$ cat src/dmacs_pkg.sv
/*
  constants, enumerations and field positions for the dma channel select and
  command block. assumes nothing beyond a systemverilog compiler.
*/
package dmacs_pkg;

  // ****************************************
  // coprocessor encodings
  // ****************************************
  localparam logic [2:0] DMACS_OPC1_DMA = 3'h0; // first opcode of all dma registers
  localparam logic [3:0] DMACS_CRN_DMA = 4'hB; // primary register c11
  localparam logic [3:0] DMACS_CRM_IDSTAT = 4'h0; // id and status, handled elsewhere
  localparam logic [3:0] DMACS_CRM_UACC = 4'h1; // user access register
  localparam logic [3:0] DMACS_CRM_CHSEL = 4'h2; // channel selector
  localparam logic [3:0] DMACS_CRM_CMD = 4'h3; // command registers
  localparam logic [3:0] DMACS_CRM_BANK_MIN = 4'h4; // first banked secondary register
  localparam logic [2:0] DMACS_OPC2_ZERO = 3'h0; // second opcode of uacc and chsel
  localparam logic [2:0] DMACS_OPC2_HALT = 3'h0; // halt command
  localparam logic [2:0] DMACS_OPC2_LAUNCH = 3'h1; // launch command
  localparam logic [2:0] DMACS_OPC2_CLEAR = 3'h2; // clear command

  // ****************************************
  // register fields and reset values
  // ****************************************
  localparam int DMACS_NUM_CH = 2; // implemented channels
  localparam int DMACS_CHSEL_BIT = 0; // channel_select_bit position
  localparam int DMACS_UACC_W = 2; // one user-access bit per channel
  localparam logic [1:0] DMACS_UACC_RST = 2'h0; // both channels privileged
  localparam logic DMACS_CHSEL_RST = 1'h0; // channel 0 selected
  localparam logic [31:0] DMACS_RDATA_ZERO = 32'h0000_0000; // idle read data

  // ****************************************
  // channel status
  // ****************************************
  typedef enum logic [2:0] {
    DMACS_ST_IDLE,
    DMACS_ST_QUEUED,
    DMACS_ST_RUNNING,
    DMACS_ST_COMPLETE,
    DMACS_ST_ERROR
  } dmacs_status_e;

endpackage

$ cat src/dmacs_cp_decode.sv
/*
  combinational decode of a coprocessor register transfer into the register
  groups of the dma channel select block. assumes fields are stable while
  the request is valid.
*/
`timescale 1ns/100ps
module dmacs_cp_decode
  import dmacs_pkg::*;
(
  input wire logic [2:0] opc1,
  input wire logic [3:0] primary_register_field,
  input wire logic [3:0] secondary_register_field,
  input wire logic [2:0] opc2,
  output logic hit_uacc,
  output logic hit_chsel,
  output logic hit_cmd,
  output logic hit_bank,
  output logic hit_idstat
);

  // ****************************************
  // field match helper
  // ****************************************
  // true when opc1 and crn address the dma space and crm equals want
  function automatic logic dmacs_match(input logic [2:0] o1, input logic [3:0] rn,
                                        input logic [3:0] rm, input logic [3:0] want);
    dmacs_match = (o1 == DMACS_OPC1_DMA) && (rn == DMACS_CRN_DMA) && (rm == want);
  endfunction

  // ****************************************
  // group decode
  // ****************************************
  always_comb begin
    hit_uacc = dmacs_match(opc1, primary_register_field, secondary_register_field, DMACS_CRM_UACC) && (opc2 == DMACS_OPC2_ZERO);
    hit_chsel = dmacs_match(opc1, primary_register_field, secondary_register_field, DMACS_CRM_CHSEL) && (opc2 == DMACS_OPC2_ZERO);
    hit_cmd = dmacs_match(opc1, primary_register_field, secondary_register_field, DMACS_CRM_CMD);
    hit_idstat = dmacs_match(opc1, primary_register_field, secondary_register_field, DMACS_CRM_IDSTAT);
    hit_bank = (opc1 == DMACS_OPC1_DMA) && (primary_register_field == DMACS_CRN_DMA) && (secondary_register_field >= DMACS_CRM_BANK_MIN);
  end

endmodule

$ cat src/dmacs_chan_fsm.sv
/*
  status machine of one dma channel: idle, queued, running, complete, error.
  assumes the transfer datapath reports the end of a transfer with xfer_stopped
  only after all outstanding memory accesses have finished.
*/
`timescale 1ns/100ps
module dmacs_chan_fsm
  import dmacs_pkg::*;
(
  input wire logic ref_clk,
  input wire logic rst_n,
  input wire logic cmd_halt,
  input wire logic cmd_launch,
  input wire logic cmd_clear,
  input wire logic other_busy,
  input wire logic device_region,
  input wire logic xfer_stopped,
  input wire logic xfer_err,
  input wire logic addr_err,
  input wire logic ic_en,
  input wire logic ie_en,
  output dmacs_status_e status,
  output logic in_op,
  output logic start_xfer,
  output logic halt_req,
  output logic halt_early,
  output logic err_clear,
  output logic irq
);

  // ****************************************
  // state
  // ****************************************
  dmacs_status_e st_reg, st_next; // channel status
  logic start_reg, start_next; // launch pulse to datapath
  logic halt_reg, halt_next; // halt pulse to datapath
  logic early_reg, early_next; // halt may abandon accesses early
  logic clr_reg, clr_next; // error bit clear pulse
  logic irq_reg, irq_next; // completion or error interrupt

  // ****************************************
  // next state
  // ****************************************
  always_comb begin
    st_next = st_reg;
    start_next = 1'b0;
    halt_next = 1'b0;
    early_next = early_reg;
    clr_next = 1'b0;
    irq_next = irq_reg;
    case (st_reg)
      DMACS_ST_IDLE: begin
        // launch: run now or wait behind the busy channel
        if (cmd_launch) begin
          if (other_busy) begin
            st_next = DMACS_ST_QUEUED;
          end else begin
            st_next = DMACS_ST_RUNNING;
            start_next = 1'b1;
          end
        end
      end
      DMACS_ST_QUEUED: begin
        if (cmd_halt) begin
          st_next = DMACS_ST_IDLE;
        end else if (!other_busy) begin
          st_next = DMACS_ST_RUNNING;
          start_next = 1'b1;
        end
      end
      DMACS_ST_RUNNING: begin
        // halt only requests; status stays running until stopped
        if (cmd_halt) begin
          halt_next = 1'b1;
          early_next = !device_region;
        end
        if (xfer_stopped) begin
          st_next = xfer_err ? DMACS_ST_ERROR : DMACS_ST_COMPLETE;
          early_next = 1'b0;
          if (xfer_err ? ie_en : ic_en) begin
            irq_next = 1'b1;
          end
        end
      end
      DMACS_ST_COMPLETE, DMACS_ST_ERROR: begin
        // clear keeps start addresses; only status, errors, irq change
        if (cmd_clear) begin
          st_next = DMACS_ST_IDLE;
          clr_next = 1'b1;
          irq_next = 1'b0;
        end
      end
      default: begin
        st_next = DMACS_ST_IDLE;
      end
    endcase
  end

  // ****************************************
  // registers
  // ****************************************
  always_ff @(posedge ref_clk) begin
    if (!rst_n) begin
      st_reg <= DMACS_ST_IDLE;
      start_reg <= 1'b0;
      halt_reg <= 1'b0;
      early_reg <= 1'b0;
      clr_reg <= 1'b0;
      irq_reg <= 1'b0;
    end else begin
      st_reg <= st_next;
      start_reg <= start_next;
      halt_reg <= halt_next;
      early_reg <= early_next;
      clr_reg <= clr_next;
      irq_reg <= irq_next;
    end
  end

  // in operation: queued, running, or finished with an address error
  assign in_op = (st_reg == DMACS_ST_QUEUED) || (st_reg == DMACS_ST_RUNNING) ||
                 (((st_reg == DMACS_ST_COMPLETE) || (st_reg == DMACS_ST_ERROR)) && addr_err);
  assign status = st_reg;
  assign start_xfer = start_reg;
  assign halt_req = halt_reg;
  assign halt_early = early_reg;
  assign err_clear = clr_reg;
  assign irq = irq_reg;

endmodule

$ cat src/dmacs_top.sv
/*
  dma channel selection and command control: user access bits, channel
  selector, halt/launch/clear command registers and two channel status
  machines. assumes the core presents one coprocessor transfer per cycle at
  most, synchronous to ref_clk, and that the transfer datapath, the banked
  per-channel registers and the interrupt combiner sit outside.
*/
// Notes on behaviour
// user access register at c11, c1, op 0
// privileged access works, user access traps
// selector bit 0 picks channel, resets 0
// banked registers follow the selected channel
// user selector access needs any user bit
// selector register at c11, c2, op 0
// three write-only commands: halt, launch, clear
// user commands need selected channel user bit
// halt stops running channel, status stays running
// no early abandon for device memory
// complete or error after outstanding accesses
// start addresses allow resuming after halt
// halt of queued channel returns to idle
// halt ignored outside running or queued
// launch runs, or queues behind busy channel
// in operation: queued, running, finished with error
// clear finishes to idle, clears errors, irq
// clear keeps start address registers
// clear ignored while running or queued
// user bits reset 0, mark transfer privilege
// command reads trap; user writes need bit
// completion interrupt when enabled, also on halt
// channels idle after reset
`timescale 1ns/100ps
module dmacs_top
  import dmacs_pkg::*;
(
  input wire logic ref_clk,
  input wire logic rst_n,
  // coprocessor register transfer from the core
  input wire logic cp_valid,
  input wire logic cp_write,
  input wire logic cp_user,
  input wire logic [2:0] cp_opc1,
  input wire logic [3:0] cp_crn,
  input wire logic [3:0] cp_crm,
  input wire logic [2:0] cp_opc2,
  input wire logic [31:0] cp_wdata,
  output logic [31:0] cp_rdata,
  output logic cp_done,
  output logic cp_undef,
  // forwarding to the banked per-channel registers
  output logic bank_req,
  output logic bank_chan,
  // transfer datapath, one bit per channel
  input wire logic [1:0] device_region,
  input wire logic [1:0] xfer_stopped,
  input wire logic [1:0] xfer_err,
  input wire logic [1:0] addr_err,
  input wire logic [1:0] ic_en,
  input wire logic [1:0] ie_en,
  output logic [1:0] start_xfer,
  output logic [1:0] halt_req,
  output logic [1:0] halt_early,
  output logic [1:0] err_clear,
  output logic [1:0] xfer_priv,
  output logic [1:0] chan_irq,
  output dmacs_status_e chan0_status,
  output dmacs_status_e chan1_status,
  output logic channel_select_bit
);

  // ****************************************
  // declarations
  // ****************************************
  logic [1:0] uacc_reg, uacc_next; // user access bits, one per channel
  logic chsel_reg, chsel_next; // selected channel
  logic [31:0] rdata_reg, rdata_next; // registered read data
  logic done_reg, done_next; // transfer accepted pulse
  logic undef_reg, undef_next; // undefined instruction pulse
  logic bank_req_reg, bank_req_next; // forward pulse to banked file
  logic bank_chan_reg, bank_chan_next; // channel of the forwarded access
  logic hit_uacc; // user access register addressed
  logic hit_chsel; // selector addressed
  logic hit_cmd; // command registers addressed
  logic hit_bank; // banked register addressed
  logic hit_idstat; // id and status registers, not ours
  logic sel_user_ok; // user bit of the selected channel
  logic any_user_ok; // any user bit set
  logic [1:0] cmd_halt; // halt command per channel
  logic [1:0] cmd_launch; // launch command per channel
  logic [1:0] cmd_clear; // clear command per channel
  logic [1:0] in_op; // channel in operation
  dmacs_status_e status_w [DMACS_NUM_CH]; // status per channel

  // ****************************************
  // address decode
  // ****************************************
  dmacs_cp_decode u_decode (
    .opc1(cp_opc1),
    .primary_register_field(cp_crn),
    .secondary_register_field(cp_crm),
    .opc2(cp_opc2),
    .hit_uacc(hit_uacc),
    .hit_chsel(hit_chsel),
    .hit_cmd(hit_cmd),
    .hit_bank(hit_bank),
    .hit_idstat(hit_idstat)
  );

  // permission terms used by several groups
  assign sel_user_ok = uacc_reg[chsel_reg];
  assign any_user_ok = |uacc_reg;

  // ****************************************
  // request handling
  // ****************************************
  // one request per cycle, answered one cycle later
  always_comb begin
    uacc_next = uacc_reg;
    chsel_next = chsel_reg;
    rdata_next = DMACS_RDATA_ZERO;
    done_next = 1'b0;
    undef_next = 1'b0;
    bank_req_next = 1'b0;
    bank_chan_next = bank_chan_reg;
    cmd_halt = 2'h0;
    cmd_launch = 2'h0;
    cmd_clear = 2'h0;
    if (cp_valid) begin
      if (hit_uacc) begin
        // user access register: privileged only
        if (cp_user) begin
          undef_next = 1'b1;
        end else begin
          done_next = 1'b1;
          if (cp_write) begin
            uacc_next = cp_wdata[DMACS_UACC_W-1:0];
          end else begin
            rdata_next = {30'h0000_0000, uacc_reg};
          end
        end
      end else if (hit_chsel) begin
        // selector: user mode needs at least one user bit
        if (cp_user && !any_user_ok) begin
          undef_next = 1'b1;
        end else begin
          done_next = 1'b1;
          if (cp_write) begin
            chsel_next = cp_wdata[DMACS_CHSEL_BIT];
          end else begin
            rdata_next = {31'h0000_0000, chsel_reg};
          end
        end
      end else if (hit_cmd) begin
        // commands: write only, user needs selected channel bit
        if (!cp_write) begin
          undef_next = 1'b1;
        end else if (cp_user && !sel_user_ok) begin
          undef_next = 1'b1;
        end else begin
          case (cp_opc2)
            DMACS_OPC2_HALT: begin
              done_next = 1'b1;
              cmd_halt[chsel_reg] = 1'b1;
            end
            DMACS_OPC2_LAUNCH: begin
              done_next = 1'b1;
              cmd_launch[chsel_reg] = 1'b1;
            end
            DMACS_OPC2_CLEAR: begin
              done_next = 1'b1;
              cmd_clear[chsel_reg] = 1'b1;
            end
            default: begin
              // reserved second opcodes
              undef_next = 1'b1;
            end
          endcase
        end
      end else if (hit_bank) begin
        // banked registers: steer to selected channel
        if (cp_user && !sel_user_ok) begin
          undef_next = 1'b1;
        end else begin
          bank_req_next = 1'b1;
          bank_chan_next = chsel_reg;
        end
      end else if (!hit_idstat) begin
        // anything else in this space is undefined
        undef_next = 1'b1;
      end
    end
  end

  // ****************************************
  // request registers
  // ****************************************
  always_ff @(posedge ref_clk) begin
    if (!rst_n) begin
      uacc_reg <= DMACS_UACC_RST;
      chsel_reg <= DMACS_CHSEL_RST;
      rdata_reg <= DMACS_RDATA_ZERO;
      done_reg <= 1'b0;
      undef_reg <= 1'b0;
      bank_req_reg <= 1'b0;
      bank_chan_reg <= DMACS_CHSEL_RST;
    end else begin
      uacc_reg <= uacc_next;
      chsel_reg <= chsel_next;
      rdata_reg <= rdata_next;
      done_reg <= done_next;
      undef_reg <= undef_next;
      bank_req_reg <= bank_req_next;
      bank_chan_reg <= bank_chan_next;
    end
  end

  // ****************************************
  // channel status machines
  // ****************************************
  // each channel sees the other one's operation state
  for (genvar ch = 0; ch < DMACS_NUM_CH; ch++) begin : g_chan
    dmacs_chan_fsm u_fsm (
      .ref_clk(ref_clk),
      .rst_n(rst_n),
      .cmd_halt(cmd_halt[ch]),
      .cmd_launch(cmd_launch[ch]),
      .cmd_clear(cmd_clear[ch]),
      .other_busy(in_op[1-ch]),
      .device_region(device_region[ch]),
      .xfer_stopped(xfer_stopped[ch]),
      .xfer_err(xfer_err[ch]),
      .addr_err(addr_err[ch]),
      .ic_en(ic_en[ch]),
      .ie_en(ie_en[ch]),
      .status(status_w[ch]),
      .in_op(in_op[ch]),
      .start_xfer(start_xfer[ch]),
      .halt_req(halt_req[ch]),
      .halt_early(halt_early[ch]),
      .err_clear(err_clear[ch]),
      .irq(chan_irq[ch])
    );
  end

  // ****************************************
  // outputs
  // ****************************************
  // transfers are privileged unless the channel's user bit is set
  assign xfer_priv = ~uacc_reg;
  assign cp_rdata = rdata_reg;
  assign cp_done = done_reg;
  assign cp_undef = undef_reg;
  assign bank_req = bank_req_reg;
  assign bank_chan = bank_chan_reg;
  assign chan0_status = status_w[0];
  assign chan1_status = status_w[1];
  assign channel_select_bit = chsel_reg;

endmodule

$ cat config.mk
export PLATFORM = sky130hd
export DESIGN_NAME = dmacs_top
export DESIGN_NICKNAME = d
export VERILOG_FILES = /design/src/dmacs_pkg.sv /design/src/dmacs_cp_decode.sv /design/src/dmacs_chan_fsm.sv /design/src/dmacs_top.sv
export SDC_FILE = /design/constraint.sdc
export NUM_CORES = 1
export LEC_CHECK = 0
export BUFFER_PORTS_ARGS = -buffer_cell sky130_fd_sc_hd__buf_2
export CAP_MARGIN = 20
export CORE_ASPECT_RATIO = 1.5
export CORE_MARGIN = 2
export CORE_UTILIZATION = 39
export CTS_BUF_LIST = sky130_fd_sc_hd__clkbuf_16
export DETAILED_ROUTE_END_ITERATION = 7
export GPL_TIMING_DRIVEN = 0
export PLACE_DENSITY = 0.85
export SLEW_MARGIN = 20
export SYNTH_ARGS = -nofsm -noshare
export SYNTH_HDL_FRONTEND = slang
export SYNTH_SLANG_ARGS = --single-unit
$ cat constraint.sdc
create_clock -name ref_clk -period 1.8 [get_ports ref_clk]
set_clock_uncertainty 0.15 [all_clocks]
set_input_delay 0.45 -clock ref_clk [delete_from_list [all_inputs] [get_ports ref_clk]]
set_output_delay 0.45 -clock ref_clk [all_outputs]
set_load 0.02 [all_outputs]
==> results of run 1 <==
[cell families (layout without fill, tap and decap cells)]
kind of cell | Yosys count | in the layout
AND/OR/NAND/NOR | 96 | 96
buffers and inverters | 55 | 121
AO/OA/AOI/OAI | 41 | 41
flip-flops | 25 | 25
multiplexers | 13 | 13
other | 1 | 30
XOR/XNOR | 1 | 1
[worst min-delay path by stage]
stage / to / from
2_1_floorplan: g_chan[0].u_fsm.halt_early$_SDFFE_PN0P_ / g_chan[0].u_fsm.halt_early$_SDFFE_PN0P_
3_3_place_gp: g_chan[0].u_fsm.halt_early$_SDFFE_PN0P_ / g_chan[0].u_fsm.halt_early$_SDFFE_PN0P_
3_5_place_dp: g_chan[0].u_fsm.halt_early$_SDFFE_PN0P_ / g_chan[0].u_fsm.halt_early$_SDFFE_PN0P_
4_1_cts: uacc_reg[1]$_SDFFE_PN0P_ / cp_wdata[1]
5_1_grt: uacc_reg[1]$_SDFFE_PN0P_ / cp_wdata[1]
6_report: uacc_reg[1]$_SDFFE_PN0P_ / cp_wdata[1]
[final cells by class]
class,instances,share of cell area
buffer,48,0.1397
inverter,6,0.008584
timing repair buffer,63,0.1292
tap,66,0.03147
sequential,25,0.1946
multi-input combinational,181,0.4649
clock buffer,3,0.02861
clock inverter,1,0.002861
[power by group]
part	switching (uW)	internal, uW	leakage [uW]
clock network	202	302	0.0000371
logic	291	212	0.00101
registers	18.2	567	0.000204
[metal layers]
metal | wire length (um) | share of wire | GRT usage | vias to the layer above
met5 | 0 | 0 | 0 | -
met4 | 74 | 0.015 | 0.06206 | 0
met1 | 1753 | 0.36 | 0.1847 | 873
li1 | - | - | - | 959
met3 | 387 | 0.080 | 0.03453 | 8
met2 | 2602 | 0.54 | 0.3174 | 106
[critical path, delay by kind of cell (launching register included)]
| family | cells | cell delay [ps] |
|---|---|---|
| muxes | 1 | 170 |
| AOI/OAI and AO/OA | 1 | 190 |
| DFF | 1 | 400 |
| and+or+nand+nor | 3 | 790 |
[stage by stage]
stage / area [um^2] / hold slack, ps / setup WS, ps / total power (uW) / util
after floorplan: 2056 / 294.4 / -57.05 / 959.6 / -
after global placement: 2419 / 315.5 / -250.1 / 1061 / 0.5029
after detailed placement: 2419 / 323.0 / -282.3 / 1073 / 0.5029
after CTS: 2539 / 270.1 / 6.040 / 1582 / 0.5278
after global routing: 2624 / 262.4 / -43.96 / 1678 / 0.5455
final: 2624 / 271.7 / 21.09 / 1592 / 0.5455
[what timing repair did]
item | CTS | global route
hold endpoints to repair | 0 | 0
resized for setup | 4 | 12
endpoints found under the setup margin | 5 | 14
pin swaps | 5 | 7
buffers inserted | 3 | 4
gates cloned | 0 | 0
[cells in the final DEF (no fill, tap or decap), drive strengths merged, types with 4 or more instances in the layout]
master	n
nand2	15
buf	108
nand4	7
a21oi	8
or2	4
nor3	7
nand3	13
mux2i	11
o21ai	6
nor3b	4
nand2b	5
inv	6
o31ai	4
dfxtp	25
nor2b	4
clkbuf	6
conb	30
nor2	19
==> results.md, run 1 <==
- Counting every instance in the synthesized netlist gives 232.
- The sequential cells in the finished layout cover a total of 510.5 um^2.
- The per-cell via count in the routed design is 4.952.
- Across all layers, the routed design uses 1946 vias.
- The instance count along the most critical hold path is 3.
- The flow ran to the end, and the final reports show no timing, DRC or antenna violations.
- STA classifies the critical path startpoint as a flip-flop.
- IR analysis of the VDD net gives a maximum drop of 0.4522 mV.
- The transition time at the pin with the least slew margin is 644.8 ps.
- Relative to the synthesized area, the layout overhead comes to 36.26%.
- The buffer levels on the longest clock path is 2.
- The share of synthesized cell area in and, or, nand and nor gates is 0.3015.
- The final-report max-slew violation count was 0.
- The total of flip-flops plus latches after synthesis is 25.
- The hold-fix buffer count after cts is 0.
- Setup repair after global routing could not meet its margin everywhere.
- Traced cell by cell, the critical path runs through or3b_1 -> or2_1 -> nand4_2 -> a22o_2 -> mux2i_1.
- Once layout is complete, the cells apart from fillers number 393.
- The adder-cell share of the synthesized area is 0.
- The total grt overflow is 0.
- In the synthesized netlist, the cells that appear most often are sky130_fd_sc_hd__buf_4, sky130_fd_sc_hd__dfxtp_1, sky130_fd_sc_hd__nor2_1, sky130_fd_sc_hd__nand2_1, sky130_fd_sc_hd__nand3_1.
- The worst pin sits at a relative slew slack of 0.5668.
- The register clock-pin slew on the reported worst setup and hold paths is 70 ps.
- The x dimension of the die is 61.37 um.
- In this run the remaining antenna-violating nets after routing total 0.
- For this run, the top clock speed supported by timing is 562.1 MHz.
- The pin count of the biggest net entering global routing is 16.
- The combined area of the multi-input logic cells is 1220 um^2.
- The total clock sinks is 25.
- Yosys printed 0 warnings.
- The post-synthesis sequential area ratio is 0.2599.
- The wire length of the first global-routing pass is 7555 um.
- The die height is 90.06 um.
- The xor and xnor area share after synthesis is 0.004548.
- CTS built an H-tree with a depth of 1.
- The final layout contains 391 nets.
- Across every metal layer, demand over resource in global routing totals 0.1734.
- Yosys mapped the design onto 58 distinct sky130hd cell types.
- The endpoint arrival time on the critical path is 1820 ps.
- The initial antenna violation count is 0.
- The number of remaining DRC errors is 0.
- The classification of the worst setup path is flip-flop to flip-flop.
- The analysis attributes to cell leakage a power of 0.001247 uW.
- The cell area that synthesis handed to floorplanning was 1926 um^2.
- The routed design could run at a clock period as short as 1779 ps.
- The synthesized design contains 0 enable-type register cells.
- The area share of the largest cell type after synthesis is 0.2599.
- The setup check on the worst reg-to-reg path leaves a slack of 20 ps.
- In the final timing run, aggregate negative setup slack is 0 ps.
- In this run the worst path has a maximum fanout of 9.
- At the end of routability-driven placement, the weighted congestion stood at 0.8847.
- The cell with the largest stage delay on the worst path is sky130_fd_sc_hd__dfxtp_4.
- The repair_antennas step left the layout with diodes totalling 0.
- The delay contributed by the slowest stage of the critical path is 400 ps.
- In the synthesized netlist the dominant register cell turns out to be sky130_fd_sc_hd__dfxtp_1.
- Counting the buffers created by CTS gives 3.
- The number of DRC violations after detailed-routing iteration 0 is 66.
- The average cell area after synthesis is 8.300 um^2.
- The count of pins on the block boundary is 118.
- The dominant combinational cell family by area after synthesis is simple AND/OR/NAND/NOR gates.
- Power spread over the standard cell area amounts to 606.8 nW/um^2.
- Counting the fill cells in the layout gives 473.
- The via count of the first global-routing pass came to 1717.
- The register with the most flip-flops in the layout has 6 of them.
- The path class of the lowest-slack min-delay path is primary input to flip-flop.
- The setup violation total in the final timing report is 0.
- The standard-cell row count is 31.
- The max-cap violation count is 0.
- The root buffer cell chosen for the clock tree is sky130_fd_sc_hd__clkbuf_16.
- In this run the worst setup path begins at g_chan[0].u_fsm.status[2]$_SDFFE_PN0P_.
- The critical path capture point is g_chan[0].u_fsm.status[0]$_SDFFE_PN0P_.
- The library cell with the highest instance count after synthesis is sky130_fd_sc_hd__buf_4.
- The routed wire length is 4818 um.
- After detailed routing, the average wire length per cell comes to 12.26 um.
- The largest area contributor in the synthesized netlist is sky130_fd_sc_hd__dfxtp_1.
- The async set-or-reset flop fraction in the synthesized netlist is 0.
- The count of input and output buffers is 56.
- The portion of synthesized area spent on multiplexers is 0.07083.
- The post-synthesis compound-gate area fraction is 0.1637.
- The wire-length estimate of the detail-placed layout is 3812 um.
- The first detailed-routing pass took 4 iterations.
- TritonCTS built the clock tree.
- The worst register-to-register path begins at g_chan[0].u_fsm.status[2]$_SDFFE_PN0P_.
- STA classifies the critical path endpoint as a flip-flop.
- The depth of the most critical reg-to-reg path is 5.
- Ranked by total cell area, the synthesized netlist is headed by sky130_fd_sc_hd__dfxtp_1, sky130_fd_sc_hd__buf_4, sky130_fd_sc_hd__mux2i_1.
- The data required time at the worst endpoint is 1840 ps.
- The starting density of the core is 0.4004.
- The area of the core is 4810 um^2.
- The area of the die is 5527 um^2.
- Of the cells placed in the final design, the portion with a size suffix greater than 1 is 0.4281.
- The number of placed instances, taps included is 383.
- The final hold violation count is 0.
- In this run the critical register-to-register path is captured at g_chan[0].u_fsm.status[0]$_SDFFE_PN0P_.
- In the finished design, the share of the clock period the worst path needs comes to 0.9883.
- The clock network latency to the later pin of the worst-skew pair is 260 ps.
(Power assumes the default switching activity.)
==> inputs of run 2 (changes only) <==
--- a/config.mk
+++ b/config.mk
@@ -8,12 +8,11 @@
 export BUFFER_PORTS_ARGS = -buffer_cell sky130_fd_sc_hd__buf_2
 export CAP_MARGIN = 20
 export CORE_ASPECT_RATIO = 1.5
-export CORE_MARGIN = 2
 export CORE_UTILIZATION = 39
 export CTS_BUF_LIST = sky130_fd_sc_hd__clkbuf_16
 export DETAILED_ROUTE_END_ITERATION = 7
 export GPL_TIMING_DRIVEN = 0
-export PLACE_DENSITY = 0.85
+export PLACE_DENSITY = 0.82
 export SLEW_MARGIN = 20
 export SYNTH_ARGS = -nofsm -noshare
 export SYNTH_HDL_FRONTEND = slang
==> results.md, run 2 (synthesized netlist as in run 1, its figures left out) <==
- The number of optimization iterations in the first detailed-route pass is 4.
- Static timing analysis puts the maximum clock frequency at 563.3 MHz.
- The die covers 5228 um^2.
- In this design, the stage delay of the slowest critical-path cell is 340 ps.
- The critical path goes through buf_6 -> and4bb_2 -> a2111oi_4 -> nor3_2 -> a211oi_2 -> mux2i_1.
- The share of post-route cells with drive strength above 1 is 0.4622.
- The detailed router placed 1959 vias in this run.
- The x dimension of the die is 59.37 um.
- The number of placed instances, taps included is 383.
- By startpoint and endpoint, the worst setup path is classified as flip-flop to flip-flop.
- In the layout the commonest cells are sky130_fd_sc_hd__buf_2, sky130_fd_sc_hd__buf_4, sky130_fd_sc_hd__conb_1.
- The number of clock buffers added by TritonCTS is 3.
- Clock-pin slew was measured on the worst setup and hold paths at 70 ps.
- The master cell of the clock root buffer is sky130_fd_sc_hd__clkbuf_16.
- The count of filler cells inserted in the layout is 452.
- The cell with the largest stage delay on the worst path is sky130_fd_sc_hd__dfxtp_2.
- For the pin with the worst max-slew slack, the measured transition is 686.6 ps.
- The wire length of the first global-routing pass is 7348 um.
- The data required time at the worst endpoint is 1840 ps.
- The worst ir drop on vdd is 0.2834 mV.
- The number of DRC violations after detailed-routing iteration 0 is 35.
- The pin count of the biggest net entering global routing is 15.
- The HPWL after detailed placement is 3817 um.
- Of all nets on the critical path, the largest fanout is 7.
- After layout, the worst setup slack is 24.88 ps.
- CTS built an H-tree with a depth of 1.
- The total clock sinks is 25.
- Global routing finished with a remaining overflow of 0.
- The via count of the first global-routing pass was 1688.
- For this run, the total global-route usage over all layers was measured as 0.1848.
- The time the final worst path needs with I/O delays and setup is 1775 ps.
- The per-cell routed wire length is 12.96 um.
- Data arrives at the worst endpoint at 1820 ps.
- Setup repair after global routing could not meet its margin everywhere.
- Routability-driven placement finished with a final weighted congestion of 0.9087.
- The hold-fix buffer count after cts is 0.
- The kind of launch point of the worst setup path is a flip-flop.
- The most common cell after layout, fill and taps aside is sky130_fd_sc_hd__buf_2.
- The power density relative to cell area is 603.4 nW/um^2.
- The sum of internal, switching and leakage power is 1629 uW.
- STA classifies the critical path endpoint as a flip-flop.
- The number of antenna diodes in the final layout is 0.
- Using the TritonRoute via totals, the vias-per-cell ratio works out to 4.935.
- The number of nets in the layout is 395.
- The post-route non-filler standard cell count is 397.
- The later pin in the worst-skew pair is clocked with a latency of 260 ps.
- Buffers placed on the I/O ports in this run total 56.
- Headroom to the max-slew limit came out at 0.5388.
- The static leakage is 0.001284 uW.
- The number of remaining DRC errors is 0.
- The area added between synthesis and finish is 40.22%.
- The setup violation total in the final timing report is 0.
- 118 I/O pins were placed.
- The tightest min-delay check is of the primary input to flip-flop type.
- The routed wire length is 5147 um.
- The standard-cell row count is 31.
- The clock tree from TritonCTS is done.
- The final hold violation count was 0.
- The area of the core is 4771 um^2.
- The die is 88.06 um tall.
- Dividing the final minimum period by the clock period gives 0.9862.
- The final-report max-slew violation count is 0.
- The run finished with clean final reports.
- The max-cap violation count is 0.
- The instance area at placement is 2419 um^2.
- After routing the design area is 2700 um^2.
- The clock passes through at most 2 buffers.
- The register with the most flip-flops in the layout has 6 of them.
- The setup slack at placement is -294.2 ps.
- Once detail routing completed, the nets flagged for antenna violations numbered 0.
- The initial antenna violation count is 0.
- The starting density of the core is 0.4036.
-- run 2: per-layer routing --
metal / wire (um) / vias up / GRT usage
met5: 0 / - / 0
met4: 166 / 0 / 0.1104
met3: 340 / 15 / 0.02954
met2: 2829 / 92 / 0.3432
met1: 1811 / 888 / 0.1869
li1: - / 964 / -
-- run 2: where the power goes --
part	switching [uW]	internal, uW
Combinational	306	234
Sequential	19.9	568
Clock	202	300
Total	528	1100
-- run 2: repair_timing --
item | in CTS | in global routing
setup endpoints to repair | 5 | 12
resized for setup | 9 | 19
cloned | 0 | 1
setup buffers | 1 | 9
endpoints found under the hold margin | 0 | 0
pin swaps | 4 | 8
-- run 2: worst max-delay path: cells and delay by family, from the launching register on --
kind	cells	cell delay, ps
and+or+nand+nor	2	340
buffers and inverters	1	120
DFF	1	340
muxes	1	220
AOI/OAI and AO/OA	2	530
-- run 2: stage by stage --
stage	utilization	hold WS, ps	TNS, ps
finish	0.5660	271.9	0
global route	0.5660	305.7	-298.9
CTS	0.5321	278.6	-10.30
detailed placement	0.5070	317.4	-3631
global placement	0.5070	316.6	-3100
floorplan	-	294.4	-153.6
-- run 2: path summary, 6_finish.rpt --
| path | startpoint | end | slack [ps] | cells past startpoint |
|---|---|---|---|---|
| hold / removal | cp_wdata[1] | uacc_reg[1]$_SDFFE_PN0P_ | 270 | 3 |
| setup / recovery | g_chan[0].u_fsm.status[1]$_SDFFE_PN0P_ | g_chan[1].u_fsm.status[1]$_SDFFE_PN0P_ | 20 | 6 |
| hold reg to reg | g_chan[1].u_fsm.halt_early$_SDFFE_PN0P_ | g_chan[1].u_fsm.halt_early$_SDFFE_PN0P_ | 330 | 2 |
| setup reg to reg | g_chan[0].u_fsm.status[1]$_SDFFE_PN0P_ | g_chan[1].u_fsm.status[1]$_SDFFE_PN0P_ | 20 | 6 |
-- run 2: layout make-up --
class                           count  area (um^2)  area share
Tap cell                           66        82.58     0.03058
Sequential cell                    25        511.7      0.1895
Buffer                             48        366.6      0.1358
Inverter                            6        22.52    0.008341
Multi-Input combinational cell    181         1272      0.4713
Clock buffer                        3        75.07     0.02780
Timing Repair Buffer               67        364.1      0.1348
Clock inverter                      1        5.005    0.001854
==> inputs of run 3 (changes only) <==
--- a/config.mk
+++ b/config.mk
@@ -8,11 +8,11 @@
 export BUFFER_PORTS_ARGS = -buffer_cell sky130_fd_sc_hd__buf_2
 export CAP_MARGIN = 20
 export CORE_ASPECT_RATIO = 1.5
-export CORE_UTILIZATION = 39
-export CTS_BUF_LIST = sky130_fd_sc_hd__clkbuf_16
+export CORE_UTILIZATION = 40
+export CTS_BUF_LIST = sky130_fd_sc_hd__clkbuf_2 sky130_fd_sc_hd__clkbuf_4 sky130_fd_sc_hd__clkbuf_8
 export DETAILED_ROUTE_END_ITERATION = 7
 export GPL_TIMING_DRIVEN = 0
-export PLACE_DENSITY = 0.82
+export PLACE_DENSITY = 0.83
 export SLEW_MARGIN = 20
 export SYNTH_ARGS = -nofsm -noshare
 export SYNTH_HDL_FRONTEND = slang
==> results.md, run 3 (synthesized netlist as in run 1, its figures left out) <==
- For the finished layout, the period the worst path requires is 1859 ps.
- The per-cell routed wire length is 12.54 um.
- The total clock sinks is 25.
- In the final layout, the share of cells above drive strength 1 is 0.4529.
- The setup violation total in the final timing report is 3.
- Using the TritonRoute via totals, the vias-per-cell ratio works out to 4.972.
- The final hold violation count is 0.
- The initial antenna violation count was 0.
- The final-report max-slew violation count is 0.
- The master cell of the clock root buffer is sky130_fd_sc_hd__clkbuf_8.
- The clock tree from TritonCTS is done.
- The number of flip-flops under the largest register name is 6.
- The part of the cycle the worst path needs is 1.033.
- The met1 layer usage reported by global route is 0.1803.
- The share of total power dissipated in sequential elements is 0.402.
- The fraction of met3 tracks used by global routing is 0.01932.
- In this run, post-CTS hold repair placed 0 buffers.
- The reg-to-reg endpoint is g_chan[1].u_fsm.status[1]$_SDFFE_PN0P_.
- CTS built an H-tree with a depth of 1.
- In the final design database the tool counted 393 nets.
- The worst setup path is launched from a flip-flop.
- TritonCTS created 3 clock buffers.
- In this run the worst hold path is classified as primary input to flip-flop.
- The count of input and output buffers is 56.
- The hold slack is 260.4 ps.
- The area of the core is 4579 um^2.
- The pin count of the biggest net entering global routing is 16.
- The switching portion of total power is 0.3511.
- The post-route non-filler standard cell count is 393.
- The register clock-pin slew on the reported worst setup and hold paths is 90 ps.
- Pin placement for this block handled 118 I/O pins.
- Leaving out fill and tap cells, the most frequent cell in the layout is sky130_fd_sc_hd__buf_2.
- The checks that failed: setup timing.
- In the layout the commonest cells are sky130_fd_sc_hd__buf_2, sky130_fd_sc_hd__buf_4, sky130_fd_sc_hd__conb_1.
- The final weighted congestion of routability-driven global placement is 0.8722.
- The placed wire-length estimate after detailed placement is 3732 um.
- The max-cap violation count is 0.
- The x dimension of the die is 58.65 um.
- The floorplan step defined a die boundary enclosing 5101 um^2.
- Once routing completed, OpenROAD measured the worst setup slack at -58.84 ps.
- At the pin with the least slew margin, the transition time is 575.6 ps.
- The met2 track demand over resource is 0.3448.
- Data on the critical path arrives at its endpoint at 1920 ps.
- The setup slack of the most critical reg-to-reg path is -60 ps.
- The element type at the critical path end is a flip-flop.
- The startpoint of the lowest-slack register-to-register path is channel_select_bit$_SDFFE_PN0P_.
- The share of total power dissipated in the clock network is 0.238.
- The global-route usage over all layers is 0.1780.
- In this run the worst setup path terminates at g_chan[1].u_fsm.status[1]$_SDFFE_PN0P_.
- The flow ran to the end, but the final reports show violations.
- The total via count in the routed design is 1954.
- The number of DRC violations after detailed-routing iteration 0 is 58.
- Setup repair after global routing could not meet its margin everywhere.
- The die is 86.98 um tall.
- The number of remaining DRC errors is 0.
- The worst-path maximum fanout is 7.
- The via count of the first global-routing pass is 1691.
- The net switching power is 512.4 uW.
- Measured in cells, the most critical reg-to-reg path has a length of 6.
- Cell internal power was estimated by the tool at 947.0 uW.
- The wire length of the first global-routing pass is 7058 um.
- In this run the core area contains 30 standard-cell rows.
- For the worst setup path, the data required time is 1860 ps.
- The remaining max-slew budget at the tightest pin is 0.6133.
- The repair_antennas step left the layout with diodes totalling 0.
- Derived from the worst setup path, the maximum achievable clock frequency is 538.0 MHz.
- The combinational fraction of design power is 0.359.
- The worst setup path is of the flip-flop to flip-flop kind.
- The count of filler cells inserted in the layout is 417.
- The number of placed instances, taps included is 381.
- Dividing total power by cell area gives a power density of 552.3 nW/um^2.
- The startpoint of the worst setup timing path is channel_select_bit$_SDFFE_PN0P_.
- After detailed routing, the total wire length is 4927 um.
- The count of nets left with antenna violations once routing finished came out at 0.
- In this run the static leakage power is 0.001266 uW.
- The worst-case IR drop observed on VDD is 0.3191 mV.
- The number of optimization iterations in the first detailed-route pass is 4.
- The most used routing layer in global routing is met2.
- The area added between synthesis and finish is 37.23%.
- For this configuration, the core starts out at a cell density of 0.4205.
- In this run the deepest clock path goes through 2 buffers.
- For this run the aggregate overflow at the end of global routing stands at 0.
- The clock network latency to the later pin of the worst-skew pair is 280 ps.
- Summed over all failing endpoints, the final setup total negative slack is -74.36 ps.
run 3: repair_timing:
action | in CTS | in global routing
resized for setup | 10 | 20
gates cloned | 0 | 1
hold endpoints to repair | 0 | 0
buffers inserted | 1 | 6
setup endpoints to repair | 4 | 14
pin swaps | 3 | 6
run 3: power groups by stage:
stage,clock (uW),combinational (uW),sequential [uW]
after CTS,347,490,585
after floorplan,0,346,614
after detailed placement,0,475,600
final,348,524,587
after global placement,0,463,598
after global routing,380,561,590
run 3: layout make-up:
class,count,area (um^2),area share
inverter,6,22.52,0.008523
sequential,25,514.2,0.1946
multi-input combinational,181,1236,0.4678
clock buffer,3,41.29,0.01563
tap,64,80.08,0.03030
buffer,49,375.4,0.1420
timing repair buffer,64,365.4,0.1383
clock inverter,1,7.507,0.002841
run 3: routing by layer:
metal  vias to the layer above  wire, um
met1                       877      1790
met3                        17       318
met4                         0       144
li1                        959         -
met5                         -         0
met2                       101      2673
run 3: per-stage QoR:
stage               instance area (um^2)  utilization  worst slack (ps)  total power (uW)
global placement                    2416       0.5276            -242.7              1061
finish                              2643       0.5770            -58.84              1459
floorplan                           2056            -            -57.05             959.6
global route                        2643       0.5770            -123.4              1531
detailed placement                  2416       0.5276            -274.4              1074
CTS                                 2505       0.5470             2.409              1421
run 3: worst min path at each step:
stage | from | to | slack (ps) | cells after the start
after global routing | cp_wdata[1] | uacc_reg[1]$_SDFFE_PN0P_ | 280 | 3
after detailed placement | g_chan[1].u_fsm.halt_early$_SDFFE_PN0P_ | g_chan[1].u_fsm.halt_early$_SDFFE_PN0P_ | 320 | 2
final | cp_wdata[1] | uacc_reg[1]$_SDFFE_PN0P_ | 260 | 3
after floorplan | g_chan[0].u_fsm.halt_early$_SDFFE_PN0P_ | g_chan[0].u_fsm.halt_early$_SDFFE_PN0P_ | 290 | 2
after CTS | cp_wdata[1] | uacc_reg[1]$_SDFFE_PN0P_ | 260 | 3
after global placement | g_chan[0].u_fsm.halt_early$_SDFFE_PN0P_ | g_chan[0].u_fsm.halt_early$_SDFFE_PN0P_ | 320 | 2
run 3: critical path, cell delays in order (launching register included):
cell,delay [ps]
sky130_fd_sc_hd__dfxtp_4,390
sky130_fd_sc_hd__mux2_4,320
sky130_fd_sc_hd__o211a_4,280
sky130_fd_sc_hd__buf_6,140
sky130_fd_sc_hd__a311oi_2,230
sky130_fd_sc_hd__o21bai_1,120
sky130_fd_sc_hd__mux2i_1,150
